==> src/design/tlsa_pkg.sv <==
package tlsa_pkg;
   // Register indices (byte registers, one per address)
   localparam logic [3:0] ADDR_DATA_LINE   = 4'h0;
   localparam logic [3:0] ADDR_CLOCK_LINE  = 4'h1;
   localparam logic [3:0] ADDR_CONTROL     = 4'h2;
   localparam logic [3:0] ADDR_FALL_COND   = 4'h3;
   localparam logic [3:0] ADDR_RISE_COND   = 4'h4;
   localparam logic [3:0] ADDR_SAMPLED     = 4'h5;
   localparam logic [3:0] ADDR_EDGE_FLAG   = 4'h6;
   localparam logic [3:0] ADDR_IRQ_STATUS  = 4'h7;
   localparam logic [3:0] ADDR_IRQ_ENABLE  = 4'h8;
   localparam logic [3:0] ADDR_IRQ_CLEAR   = 4'h9;
   // Control register fields
   localparam int CTRL_ENABLE_BIT  = 0;
   localparam int CTRL_UNCOND_BIT  = 1;
   localparam int CTRL_COND_BIT    = 2;
   localparam int CTRL_WAIT_BIT    = 3;
   // Interrupt status fields, top two bits of interrupt register layout
   localparam int IRQ_RISE_BIT     = 6;
   localparam int IRQ_FALL_BIT     = 7;
   // Reset values
   localparam logic       DRIVE_RESET  = 1'h1;
   localparam logic [2:0] CTRL_RESET   = 3'h0;
   localparam logic [7:0] IRQ_EN_RESET = 8'h00;
endpackage

==> src/design/tlsa_core.sv <==
// Our own choices: the plain strobed port and the placing of the registers.
`timescale 1ns/1ps
// How it works
// [RULE_01] Data register drives data pin, reads pad
// [RULE_02] Clock register drives clock pin, reads pad
// [RULE_03] Open-drain outputs; readback shows external level
// [RULE_04] Enable bit hands pins to block, resets 0
// [RULE_05] Data fall while clock high sets flag one
// [RULE_06] Data rise while clock high sets flag two
// [RULE_07] Condition flags read-only, cleared by write
// [RULE_08] Flags raise interrupts at bits 7 and 6
// [RULE_09] Detectors run regardless of transfer direction
// [RULE_10] Unconditional stretch holds clock low after fall
// [RULE_11] Sampled-data write clears wait, releases clock
// [RULE_12] Conditional stretch when flag one already set
// [RULE_13] Clock rising edge captures data into sample
// [RULE_14] Edge flag set on sample, cleared by read
// [RULE_15] Wait flag at bit 3, upper bits zero
// [RULE_16] Software uses interrupt or polls the flags
// [RULE_17] Software enables pull-ups without external ones
// [RULE_18] Enabled block takes port B lines four, five
// [RULE_19] Pads synchronised, edges from synchronised values
module tlsa_core (
   // Clock, reset and freeze
   input  wire logic       sys_clk,
   input  wire logic       rstn,
   input  wire logic       clk_en,
   // Register port
   input  wire logic [3:0] reg_addr,
   input  wire logic [7:0] reg_wdata,
   input  wire logic       reg_wr,
   input  wire logic       reg_rd,
   output logic      [7:0] reg_rdata,
   // Port B line four, serial clock line
   input  wire logic       port_b_line_four_in,
   output logic            port_b_line_four_out,
   output logic            port_b_line_four_oe,
   // Port B line five, serial data line
   input  wire logic       port_b_line_five_in,
   output logic            port_b_line_five_out,
   output logic            port_b_line_five_oe,
   // Pin ownership and interrupt
   output logic            block_owns_pins,
   output logic            irq
);
   import tlsa_pkg::*;

   logic       data_out_bit;                 // Stored data drive value
   logic       clock_out_bit;                // Stored clock drive value
   logic       block_enable;                 // Block owns the two lines
   logic       unconditional_stretch_enable; // Stretch after every fall
   logic       conditional_stretch_enable;   // Stretch after fall once flag one set
   logic       stretch_active_flag;          // Clock held low by the block
   logic       falling_condition_bit;        // Condition one seen
   logic       rising_condition_bit;         // Condition two seen
   logic       sampled_data_value;           // Data at last clock rise
   logic       new_sample_flag;              // Unread sample present
   logic [1:0] irq_status;                   // Sticky interrupt bits, fall and rise
   logic [1:0] irq_enable;                   // Interrupt enable bits
   logic [1:0] clk_sync;                     // Clock pad synchroniser
   logic [1:0] dat_sync;                     // Data pad synchroniser
   logic       clk_prev;                     // Previous synced clock
   logic       dat_prev;                     // Previous synced data
   logic       serial_clock_line;            // Synced clock level
   logic       serial_data_line;             // Synced data level
   logic       clk_rise;                     // Clock rising edge
   logic       clk_fall;                     // Clock falling edge
   logic       dat_rise;                     // Data rising edge
   logic       dat_fall;                     // Data falling edge
   logic       cond_one_evt;                 // Condition one event
   logic       cond_two_evt;                 // Condition two event
   logic       stretch_evt;                  // Start of stretching
   logic       wr_sampled;                   // Write to sampled-data register
   logic [7:0] next_rdata;                   // Read mux result

   // Decode of a register hit, shared by write and read paths
   function automatic logic hit(input logic [3:0] a, input logic [3:0] r);
      hit = (a == r);
   endfunction

   assign serial_clock_line = clk_sync[1];
   assign serial_data_line  = dat_sync[1];

   // Two-stage synchronisers for both pads
   always_ff @(posedge sys_clk) begin
      if (!rstn) begin
         clk_sync <= 2'h3;
         dat_sync <= 2'h3;
      end else if (clk_en) begin
         clk_sync <= {clk_sync[0], port_b_line_four_in}; // see [RULE_19]
         dat_sync <= {dat_sync[0], port_b_line_five_in}; // see [RULE_19]
      end
   end

   // Previous synced levels for edge detection
   always_ff @(posedge sys_clk) begin
      if (!rstn) begin
         clk_prev <= 1'h1;
         dat_prev <= 1'h1;
      end else if (clk_en) begin
         clk_prev <= serial_clock_line;
         dat_prev <= serial_data_line;
      end
   end

   // Edges taken from synchronised values only
   assign clk_rise = serial_clock_line & ~clk_prev;   // see [RULE_19]
   assign clk_fall = ~serial_clock_line & clk_prev;
   assign dat_rise = serial_data_line & ~dat_prev;
   assign dat_fall = ~serial_data_line & dat_prev;

   // Conditions: data edge while clock high, no direction gating
   assign cond_one_evt = block_enable & dat_fall & clk_prev;  // see [RULE_05] see [RULE_09]
   assign cond_two_evt = block_enable & dat_rise & clk_prev;  // see [RULE_06] see [RULE_09]

   // Stretch starts on a clock fall when either stretch mode applies
   assign stretch_evt = block_enable & clk_fall &
                        (unconditional_stretch_enable |                    // see [RULE_10]
                         (conditional_stretch_enable & falling_condition_bit)); // see [RULE_12]

   assign wr_sampled = reg_wr & hit(reg_addr, ADDR_SAMPLED);

   // Drive value registers
   always_ff @(posedge sys_clk) begin
      if (!rstn) begin
         data_out_bit  <= DRIVE_RESET;                      // see [RULE_01]
         clock_out_bit <= DRIVE_RESET;                      // see [RULE_02]
      end else if (clk_en && reg_wr) begin
         if (hit(reg_addr, ADDR_DATA_LINE)) begin
            data_out_bit <= reg_wdata[0];                   // see [RULE_01]
         end
         if (hit(reg_addr, ADDR_CLOCK_LINE)) begin
            clock_out_bit <= reg_wdata[0];                  // see [RULE_02]
         end
      end
   end

   // Control register
   always_ff @(posedge sys_clk) begin
      if (!rstn) begin
         {conditional_stretch_enable, unconditional_stretch_enable, block_enable} <= CTRL_RESET; // see [RULE_04]
      end else if (clk_en && reg_wr && hit(reg_addr, ADDR_CONTROL)) begin
         block_enable                 <= reg_wdata[CTRL_ENABLE_BIT];
         unconditional_stretch_enable <= reg_wdata[CTRL_UNCOND_BIT];
         conditional_stretch_enable   <= reg_wdata[CTRL_COND_BIT];
      end
   end

   // Wait flag: set on stretch start, set wins over release write
   always_ff @(posedge sys_clk) begin
      if (!rstn) begin
         stretch_active_flag <= 1'h0;
      end else if (clk_en) begin
         if (stretch_evt) begin
            stretch_active_flag <= 1'h1;                    // see [RULE_10] see [RULE_12]
         end else if (wr_sampled || !block_enable) begin
            stretch_active_flag <= 1'h0;                    // see [RULE_11]
         end
      end
   end

   // Condition flags: set wins over the write clear
   always_ff @(posedge sys_clk) begin
      if (!rstn) begin
         falling_condition_bit <= 1'h0;
         rising_condition_bit  <= 1'h0;
      end else if (clk_en) begin
         if (cond_one_evt) begin
            falling_condition_bit <= 1'h1;
         end else if (reg_wr && hit(reg_addr, ADDR_FALL_COND)) begin
            falling_condition_bit <= 1'h0;                  // see [RULE_07]
         end
         if (cond_two_evt) begin
            rising_condition_bit <= 1'h1;
         end else if (reg_wr && hit(reg_addr, ADDR_RISE_COND)) begin
            rising_condition_bit <= 1'h0;                   // see [RULE_07]
         end
      end
   end

   // Sample capture and unread flag
   always_ff @(posedge sys_clk) begin
      if (!rstn) begin
         sampled_data_value <= 1'h0;
         new_sample_flag    <= 1'h0;
      end else if (clk_en) begin
         if (block_enable && clk_rise) begin
            sampled_data_value <= serial_data_line;         // see [RULE_13]
            new_sample_flag    <= 1'h1;                     // see [RULE_14]
         end else if (reg_rd && hit(reg_addr, ADDR_SAMPLED)) begin
            new_sample_flag <= 1'h0;                        // see [RULE_14]
         end
      end
   end

   // Interrupt status, enable and clear
   always_ff @(posedge sys_clk) begin
      if (!rstn) begin
         irq_status <= 2'h0;
         irq_enable <= 2'h0;
      end else if (clk_en) begin
         if (reg_wr && hit(reg_addr, ADDR_IRQ_ENABLE)) begin
            irq_enable <= {reg_wdata[IRQ_FALL_BIT], reg_wdata[IRQ_RISE_BIT]};
         end
         for (int i = 0; i < 2; i++) begin
            if ((i == 1) ? cond_one_evt : cond_two_evt) begin
               irq_status[i] <= 1'h1;                       // see [RULE_08]
            end else if (reg_wr && hit(reg_addr, ADDR_IRQ_CLEAR) &&
                         reg_wdata[(i == 1) ? IRQ_FALL_BIT : IRQ_RISE_BIT]) begin
               irq_status[i] <= 1'h0;
            end
         end
      end
   end

   assign irq = |(irq_status & irq_enable);                // see [RULE_08]

   // Open-drain pads: enable high only when pulling low
   assign block_owns_pins      = block_enable;              // see [RULE_18]
   assign port_b_line_four_out = 1'h0;
   assign port_b_line_five_out = 1'h0;
   assign port_b_line_four_oe  = block_enable &
                                 (~clock_out_bit | stretch_active_flag); // see [RULE_03] see [RULE_10]
   assign port_b_line_five_oe  = block_enable & ~data_out_bit;           // see [RULE_03]

   // Read mux; line registers return pad levels
   always_comb begin
      next_rdata = 8'h00;
      case (reg_addr)
         ADDR_DATA_LINE:  next_rdata[0] = serial_data_line;   // see [RULE_01] see [RULE_03]
         ADDR_CLOCK_LINE: next_rdata[0] = serial_clock_line;  // see [RULE_02] see [RULE_03]
         ADDR_CONTROL:    next_rdata[3:0] = {stretch_active_flag, conditional_stretch_enable,
                                             unconditional_stretch_enable, block_enable}; // see [RULE_15]
         ADDR_FALL_COND:  next_rdata[0] = falling_condition_bit;
         ADDR_RISE_COND:  next_rdata[0] = rising_condition_bit;
         ADDR_SAMPLED:    next_rdata[0] = sampled_data_value;
         ADDR_EDGE_FLAG:  next_rdata[0] = new_sample_flag;
         ADDR_IRQ_STATUS: next_rdata[IRQ_FALL_BIT:IRQ_RISE_BIT] = irq_status;
         ADDR_IRQ_ENABLE: next_rdata[IRQ_FALL_BIT:IRQ_RISE_BIT] = irq_enable;
         default:         next_rdata = 8'h00;
      endcase
   end

   // Read data register, valid the cycle after the strobe
   always_ff @(posedge sys_clk) begin
      if (!rstn) begin
         reg_rdata <= 8'h00;
      end else if (clk_en) begin
         reg_rdata <= reg_rd ? next_rdata : 8'h00;
      end
   end

   // Checks
   chk_fall_cond_set: assert property (@(posedge sys_clk) disable iff (!rstn) // see [RULE_05]
      clk_en && cond_one_evt |=> falling_condition_bit)
      else $error("condition one not flagged");
   chk_rise_cond_set: assert property (@(posedge sys_clk) disable iff (!rstn) // see [RULE_06]
      clk_en && cond_two_evt |=> rising_condition_bit)
      else $error("condition two not flagged");
   chk_cond_clear: assert property (@(posedge sys_clk) disable iff (!rstn) // see [RULE_07]
      clk_en && reg_wr && hit(reg_addr, ADDR_FALL_COND) && !cond_one_evt
      |=> !falling_condition_bit)
      else $error("condition one not cleared by write");
   chk_irq_level: assert property (@(posedge sys_clk) disable iff (!rstn) // see [RULE_08]
      $rose(irq_status[1]) && irq_enable[1] |-> irq)
      else $error("enabled interrupt not raised");
   chk_stretch_hold: assert property (@(posedge sys_clk) disable iff (!rstn) // see [RULE_10]
      clk_en && stretch_evt |=> stretch_active_flag && port_b_line_four_oe)
      else $error("clock not held low");
   chk_release_write: assert property (@(posedge sys_clk) disable iff (!rstn) // see [RULE_11]
      clk_en && wr_sampled && !stretch_evt |=> !stretch_active_flag)
      else $error("stretch not released");
   chk_sample_cap: assert property (@(posedge sys_clk) disable iff (!rstn) // see [RULE_13]
      clk_en && block_enable && clk_rise
      |=> sampled_data_value == $past(serial_data_line) && new_sample_flag)
      else $error("sample not captured");
   chk_ctrl_upper: assert property (@(posedge sys_clk) disable iff (!rstn) // see [RULE_15]
      clk_en && reg_rd && hit(reg_addr, ADDR_CONTROL)
      |=> reg_rdata[7:4] == 4'h0 && reg_rdata[3] == $past(stretch_active_flag))
      else $error("control readback wrong");
   chk_data_readback: assert property (@(posedge sys_clk) disable iff (!rstn) // see [RULE_01]
      clk_en && reg_rd && hit(reg_addr, ADDR_DATA_LINE)
      |=> reg_rdata == {7'h00, $past(serial_data_line)})
      else $error("data readback not from pad");

   // Clock register returns the synced pad level, not the stored bit
   chk_clock_readback: assert property (@(posedge sys_clk) disable iff (!rstn) // see [RULE_02]
      clk_en && reg_rd && hit(reg_addr, ADDR_CLOCK_LINE)
      |=> reg_rdata == {7'h00, $past(serial_clock_line)})
      else $error("clock readback not from pad");

   // Second condition flag drops on a write to its own index
   chk_rise_clear: assert property (@(posedge sys_clk) disable iff (!rstn) // see [RULE_07]
      clk_en && reg_wr && hit(reg_addr, ADDR_RISE_COND) && !cond_two_evt
      |=> !rising_condition_bit)
      else $error("condition two not cleared by write");

   // Conditional stretch starts only once flag one is already set
   chk_cond_stretch: assert property (@(posedge sys_clk) disable iff (!rstn) // see [RULE_12]
      clk_en && block_enable && clk_fall && conditional_stretch_enable && falling_condition_bit
      |=> stretch_active_flag)
      else $error("conditional stretch missed");

   // Reading the sampled bit clears the unread mark unless a new sample lands
   chk_edge_clear: assert property (@(posedge sys_clk) disable iff (!rstn) // see [RULE_14]
      clk_en && reg_rd && hit(reg_addr, ADDR_SAMPLED) && !(block_enable && clk_rise)
      |=> !new_sample_flag)
      else $error("unread mark not cleared");

   // Disabled block neither pulls a line nor detects a condition
   chk_disabled_idle: assert property (@(posedge sys_clk) disable iff (!rstn) // see [RULE_04]
      !block_enable
      |-> !port_b_line_four_oe && !port_b_line_five_oe && !cond_one_evt && !cond_two_evt)
      else $error("disabled block still active");

   // A stored zero pulls the data pad low through the open drain
   chk_data_pull: assert property (@(posedge sys_clk) disable iff (!rstn) // see [RULE_03]
      block_enable && !data_out_bit
      |-> port_b_line_five_oe && !port_b_line_five_out)
      else $error("data line not pulled low");

   // Condition two interrupt follows its status bit when enabled
   chk_rise_irq: assert property (@(posedge sys_clk) disable iff (!rstn) // see [RULE_08]
      $rose(irq_status[0]) && irq_enable[0] |-> irq)
      else $error("enabled interrupt two not raised");

   // No enabled status bit, no interrupt
   chk_irq_quiet: assert property (@(posedge sys_clk) disable iff (!rstn) // see [RULE_08]
      (irq_status & irq_enable) == 2'h0 |-> !irq)
      else $error("interrupt without enabled status");

   // Sample holds between clock rises
   chk_sample_hold: assert property (@(posedge sys_clk) disable iff (!rstn) // see [RULE_13]
      clk_en && !(block_enable && clk_rise) |=> $stable(sampled_data_value))
      else $error("sample changed without clock rise");

   // Disabling the block drops the wait flag
   chk_wait_disable: assert property (@(posedge sys_clk) disable iff (!rstn) // see [RULE_11]
      clk_en && !block_enable && !stretch_evt |=> !stretch_active_flag)
      else $error("wait flag kept while disabled");

   // Low clock enable freezes flags and stretch state
   chk_freeze_hold: assert property (@(posedge sys_clk) disable iff (!rstn) // see [RULE_19]
      !clk_en
      |=> $stable(falling_condition_bit) && $stable(stretch_active_flag) && $stable(block_enable))
      else $error("state moved while frozen");
endmodule

==> config.mk <==
export PLATFORM = sky130hd
export DESIGN_NAME = tlsa_core
export DESIGN_NICKNAME = d
export VERILOG_FILES = /design/src/design/tlsa_pkg.sv /design/src/design/tlsa_core.sv
export SDC_FILE = /design/constraint.sdc
export NUM_CORES = 1
export LEC_CHECK = 0
export BUFFER_PORTS_ARGS = -buffer_cell sky130_fd_sc_hd__buf_2
export CAP_MARGIN = 20
export CORE_UTILIZATION = 47
export CTS_CLUSTER_SIZE = 20
export DETAILED_ROUTE_END_ITERATION = 10
export PLACE_DENSITY = 0.77
export SLEW_MARGIN = 30
export SYNTH_ARGS = -nofsm -noshare
export SYNTH_HDL_FRONTEND = slang
export SYNTH_SLANG_ARGS = --single-unit
==> constraint.sdc <==
create_clock -name sys_clk -period 0.9 [get_ports sys_clk]
set_input_delay 0 -clock sys_clk [delete_from_list [all_inputs] [get_ports sys_clk]]
set_output_delay 0 -clock sys_clk [all_outputs]
set_load 0.01 [all_outputs]
Yosys cells after proc, flatten, opt, wreduce, memory -nomap -nowiden
Cells that the tools add are included.
W data, S select, Z words.
{"block": "totals", "reg_bits": 28, "latchBits": 0, "ramBits": 0, "rom_bits": 0, "in_bits": 19, "out_inout_bits": 14, "wordCells": 96, "mem_count": 0}
{"block": "classes", "n_addsub": 0, "n_mul": 0, "n_div": 0, "magnitude_cmp": 0, "eq_ne": 9, "n_shift": 0, "muxes": 16, "bitwise": 23, "reduce_logical": 30}
{"cell": "$reduce_and A2 Y1", "count": 10}
{"cell": "$eq A4 B3 Y1 const B", "count": 4}
{"cell": "$and A1 B1 Y1", "count": 14}
{"cell": "$mux W1", "count": 12}
{"cell": "$reduce_bool A2 Y1", "count": 6}
{"cell": "$logic_and A1 B1 Y1", "count": 10}
{"cell": "$eq A4 B2 Y1 const B", "count": 2}
{"cell": "$eq A4 B4 Y1 const B", "count": 2}
{"cell": "$mux W8", "count": 1}
{"cell": "$pmux W1 S7", "count": 1}
{"cell": "$not A1 Y1", "count": 6}
{"cell": "$eq A4 B1 Y1 const B", "count": 1}
{"cell": "$logic_not A4 Y1", "count": 1}
{"cell": "$pmux W2 S2", "count": 1}
{"cell": "$mux W3", "count": 1}
{"cell": "$and A2 B2 Y2", "count": 1}
{"cell": "$or A1 B1 Y1", "count": 2}
{"cell": "$reduce_or A2 Y1", "count": 1}
{"cell": "$logic_not A1 Y1", "count": 1}
{"cell": "$logic_or A1 B1 Y1", "count": 1}

Depth between registers and ports, before layout
{"block": "logic_depth", "ltp_word": 6, "mapped_depth": 5, "ltp_nobuf": 4}

Worst setup path after synthesis
Ideal clock, no wire load.
{"block": "synth_timing", "kind": "reg-to-reg", "start": "register block_enable, in the netlist block_owns_pins", "end": "register reg_rdata[0]", "setup_time_ns": 0.074, "t_arrival_ns": 1.002, "t_required_ns": 0.826, "path_slack_ns": -0.176, "path_stages_with_launch": 4, "n_path_buf": 0, "period_less_slack_ns": 1.076, "cell_sequence": "dfxtp_1 -> a22oi_1 -> or3_1 -> a31oi_1"}
{"block": "synth_via", "elab_chain_cells": 2}
{"element": "from (decl)", "line": "tlsa_core.sv:50", "source": "logic block_enable;"}
{"element": "from (signal assigned)", "line": "tlsa_core.sv:143", "source": "block_enable <= reg_wdata[CTRL_ENABLE_BIT];"}
{"element": "$pmux W1 S7", "line": "tlsa_core.sv:229", "source": "case (reg_addr)"}
{"element": "$mux W8", "line": "tlsa_core.sv:249", "source": "reg_rdata <= reg_rd ? next_rdata : 8'h00;"}
{"element": "to (signal assigned)", "line": "tlsa_core.sv:249"}
{"element": "to (decl)", "line": "tlsa_core.sv:33", "source": "output logic [7:0] reg_rdata,"}
No other way between the ends.
A chain may end at the register's enable or synchronous reset.

Worst setup path after layout
{"block": "layout_timing", "start": "register block_enable, in the netlist block_owns_pins", "end": "output port_b_line_four_oe"}
{"block": "layout_via", "elab_chain_cells": 1}
{"element": "$and A1 B1 Y1", "line": "tlsa_core.sv:222", "source": "assign port_b_line_four_oe = block_enable &"}
{"element": "to (decl)", "line": "tlsa_core.sv:37", "source": "output logic port_b_line_four_oe,"}
No other way between the ends.

==> out/results.tsv <==
stage	metric	value	unit
cells_and_area	fill_cells	191	
synthesis	synth_area_leaders	dfxtp_1 40%, mux2i_1 11%, nor2b_1 6.7%, buf_4 3.4%, nand2_1 3.4%	
worst_hold_path	hp-class	in2reg	
run_status	violations	negative setup slack	
synthesis	yosys-mux-area-fraction	11.5	%
route	wirelength	3360	um
grt	antenna_found_initial	0	
setup_path	crit_required	0.90	ns
synthesis	yosysTopAreaCell	dfxtp_1	
synthesis	yosys.area_share.adder	0	%
grt	track_usage	24.8	%
cells_and_area	syn_to_final_growth	39.9	%
route	routedWlPerCell	14.9	um
clocking	clock_latency	0.31	ns
die	start_util	51.3	%
setup_path	crit_family	flip-flops	
synthesis	syn_area	0.00131	sq mm
die	core_area	0.00254	sq mm
cells_and_area	drive_above_1_share	42.1	%
clocking	clockBufferDepth	2	
grt	grt_pass1_vias	1211	
synthesis	synth_area_per_cell	9.40	sq um
setup_path	crit_fanout	4	
synthesis	synth_edf_count	0	
power	vdd_drop_max	1020	uV
grt	grt_pass1_wl	5270	um
synthesis	ys.flop_type	dfxtp_1	
route	final_antenna_net_count	0	
cells_and_area	multi_input_area	773	sq um
timing	fin_skew	0.00400	ns
route	drcViolationCount	0	
power	power-per-cell-area	1130	mW/mm^2
die	ioPinCount	33	
clocking	cts.sink_count	26	
setup_path	start_kind	register	
timing	hold_viol_final	0	
cells_and_area	diodes	0	
synthesis	synth_compound_area_share	15.2	%
timing	period_needed	1.10	ns
timing	postLayoutSetupSlackWorst	-0.196	ns
die	die_area	0.00299	sq mm
run_status	status	finished with violations	
setup_path	crit_slowest_cell	dfxtp_4	
synthesis	yosys_warnings	0	
timing	fin_crit_sh	122	%
setup_path	critPathCaptureType	primary output	
synthesis	synth_cell_types	35	
grt	grt-ovfl-total	0	
grt	grt_max_degree	16	
synthesis	synth-seq-cells	26	
setup_path	crit_chain	buf_6, a21boi_2, buf_2	
cells_and_area	ff_latch_area	541	sq um
synthesis	syn-instance-count	139	
die	rows	18	
die	fp.dieW	54.7	um
clocking	cts_buffers	3	
timing	fmax	912	MHz
placed_design	portBuffers	25	
timing	rsz0062_at_grt	yes	
route	dr.pass1.iters	4	
flow_run	maxCapViolations	0	
cells_and_area	mostFrequentLayoutCells	26 x buf_4, 24 x buf_2, 16 x dfxtp_1, 14 x nor2b_1, 14 x mux2i_1	
cells_and_area	mostFrequentLayoutCell	buf_4	
clocking	htreeDepth	1	
synthesis	synth_top_cell_area_share	39.8	%
setup_path	cp_data_arrival_time	1.10	ns
route	vias_per_cell	5.44	
placed_design	hpwl	2320	um
clocking	cts_root_buf	clkbuf_4	
synthesis	synth_top_family_by_area	simple AND/OR/NAND/NOR gates	
route	drt_iter0_markers	19	
synthesis	ys_seq_area_share	39.8	%
timing	drv_slew	0	
setup_path	crit_type	reg2out	
clocking	cts_tree	built	
synthesis	synth-simple-area-share	25.8	%
clocking	cts.reportedPaths.clkPinSlew	0.14	ns
synthesis	ys_async_sr_fraction	0	%
timing	setup_violations	13	
synthesis	synthXorXnorAreaFrac	0	%
power	total_power	2060	uW
cells_and_area	nets	215	
timing	hold_ws	0.0899	ns
die	die_h	54.7	um
power	p_leak	0.000781	uW
setup_path	slowest_delay	0.39	ns
setup_path	path_buf_inv	2	
placed_design	routabilityCongestion	0.937	
route	dr_total_vias	1224	
-- what timing repair did --
item | CTS | global route
pin swaps | 9 | 4
hold buffers | 8 | 0
gates resized for setup | 17 | 14
setup endpoints to repair | 12 | 15
endpoints found under the hold margin | 9 | 0
buffers inserted | 3 | 0
-- where the power goes --
group / switching, uW / total [uW] / leakage, uW / internal [uW]
Combinational: 145 / 296 / 0.000547 / 151
Clock: 347 / 594 / 0.0000210 / 247
Sequential: 12.3 / 1170 / 0.000214 / 1160
Total: 504 / 2060 / 0.000781 / 1550
-- sequential cells by signal, summed over array words and instances, names as in the netlist, 2 cells and up --
name        flops
irq_status      2
clk_sync        2
dat_sync        2
irq_enable      2
reg_rdata       6
-- Yosys cell counts, types with 3 or more instances --
cell type,instances
nor3b_1,3
nor2b_1,14
a21boi_0,5
mux2i_1,15
dfxtp_1,26
and2_1,3
buf_4,6
inv_1,3
nand2_1,12
o21a_1,4
a22oi_1,4
nor3_1,3
o21ai_0,5
-- cells by family (layout without fill, tap and decap cells) --
family / Yosys count / after routing
compound gates: 28 / 28
simple gates: 54 / 54
other cells: 1 / 4
flops: 26 / 26
buf+inv: 15 / 68
mux: 15 / 15
-- final timing paths --
check / startpoint / end / slack, ns / cells past startpoint
max: block_owns_pins$_SDFFE_PN0P_ / port_b_line_four_oe / -0.20 / 3
max reg2reg: block_owns_pins$_SDFFE_PN0P_ / falling_condition_bit$_SDFFE_PN0P_ / -0.12 / 4
min: reg_addr[3] / reg_rdata[0]$_SDFFE_PN0P_ / 0.09 / 4
min reg2reg: dat_sync[0]$_SDFFE_PN1P_ / dat_sync[0]$_SDFFE_PN1P_ / 0.50 / 2
-- worst register-to-register path: stages, from the launching register on --
cell     delay (ns)
dfxtp_4        0.40
buf_4          0.14
nand3_4        0.10
nor3b_4        0.21
o21a_1         0.14
-- per-stage QoR --
step,utilization (%),setup TNS (ns),instances,instance area (sq um),setup WS (ns)
finish,71.8,-1.30,225,1830,-0.196
global placement,62.3,-2.00,210,1590,-0.212
floorplan,-,-0.310,142,1330,-0.0665
global route,71.8,-1.90,225,1830,-0.245
CTS,69.7,-1.19,225,1770,-0.185
detailed placement,62.3,-2.48,210,1590,-0.249
-- routing by layer --
metal	share of wire (%)	vias up	GRT usage, %
li1	-	605	-
met1	45	570	29.2
met4	1.6	0	10.7
met3	3.8	6	3.89
met5	0	-	0
met2	49	43	43.8
-- final cells by class --
class	count	share of cell area [%]
multi-input combinational	101	42.3
sequential	26	29.6
timing repair buffer	61	23.5
tap	30	2.05
clock buffer	4	1.98
inverter	3	0.616
(Power assumes the default switching activity.)
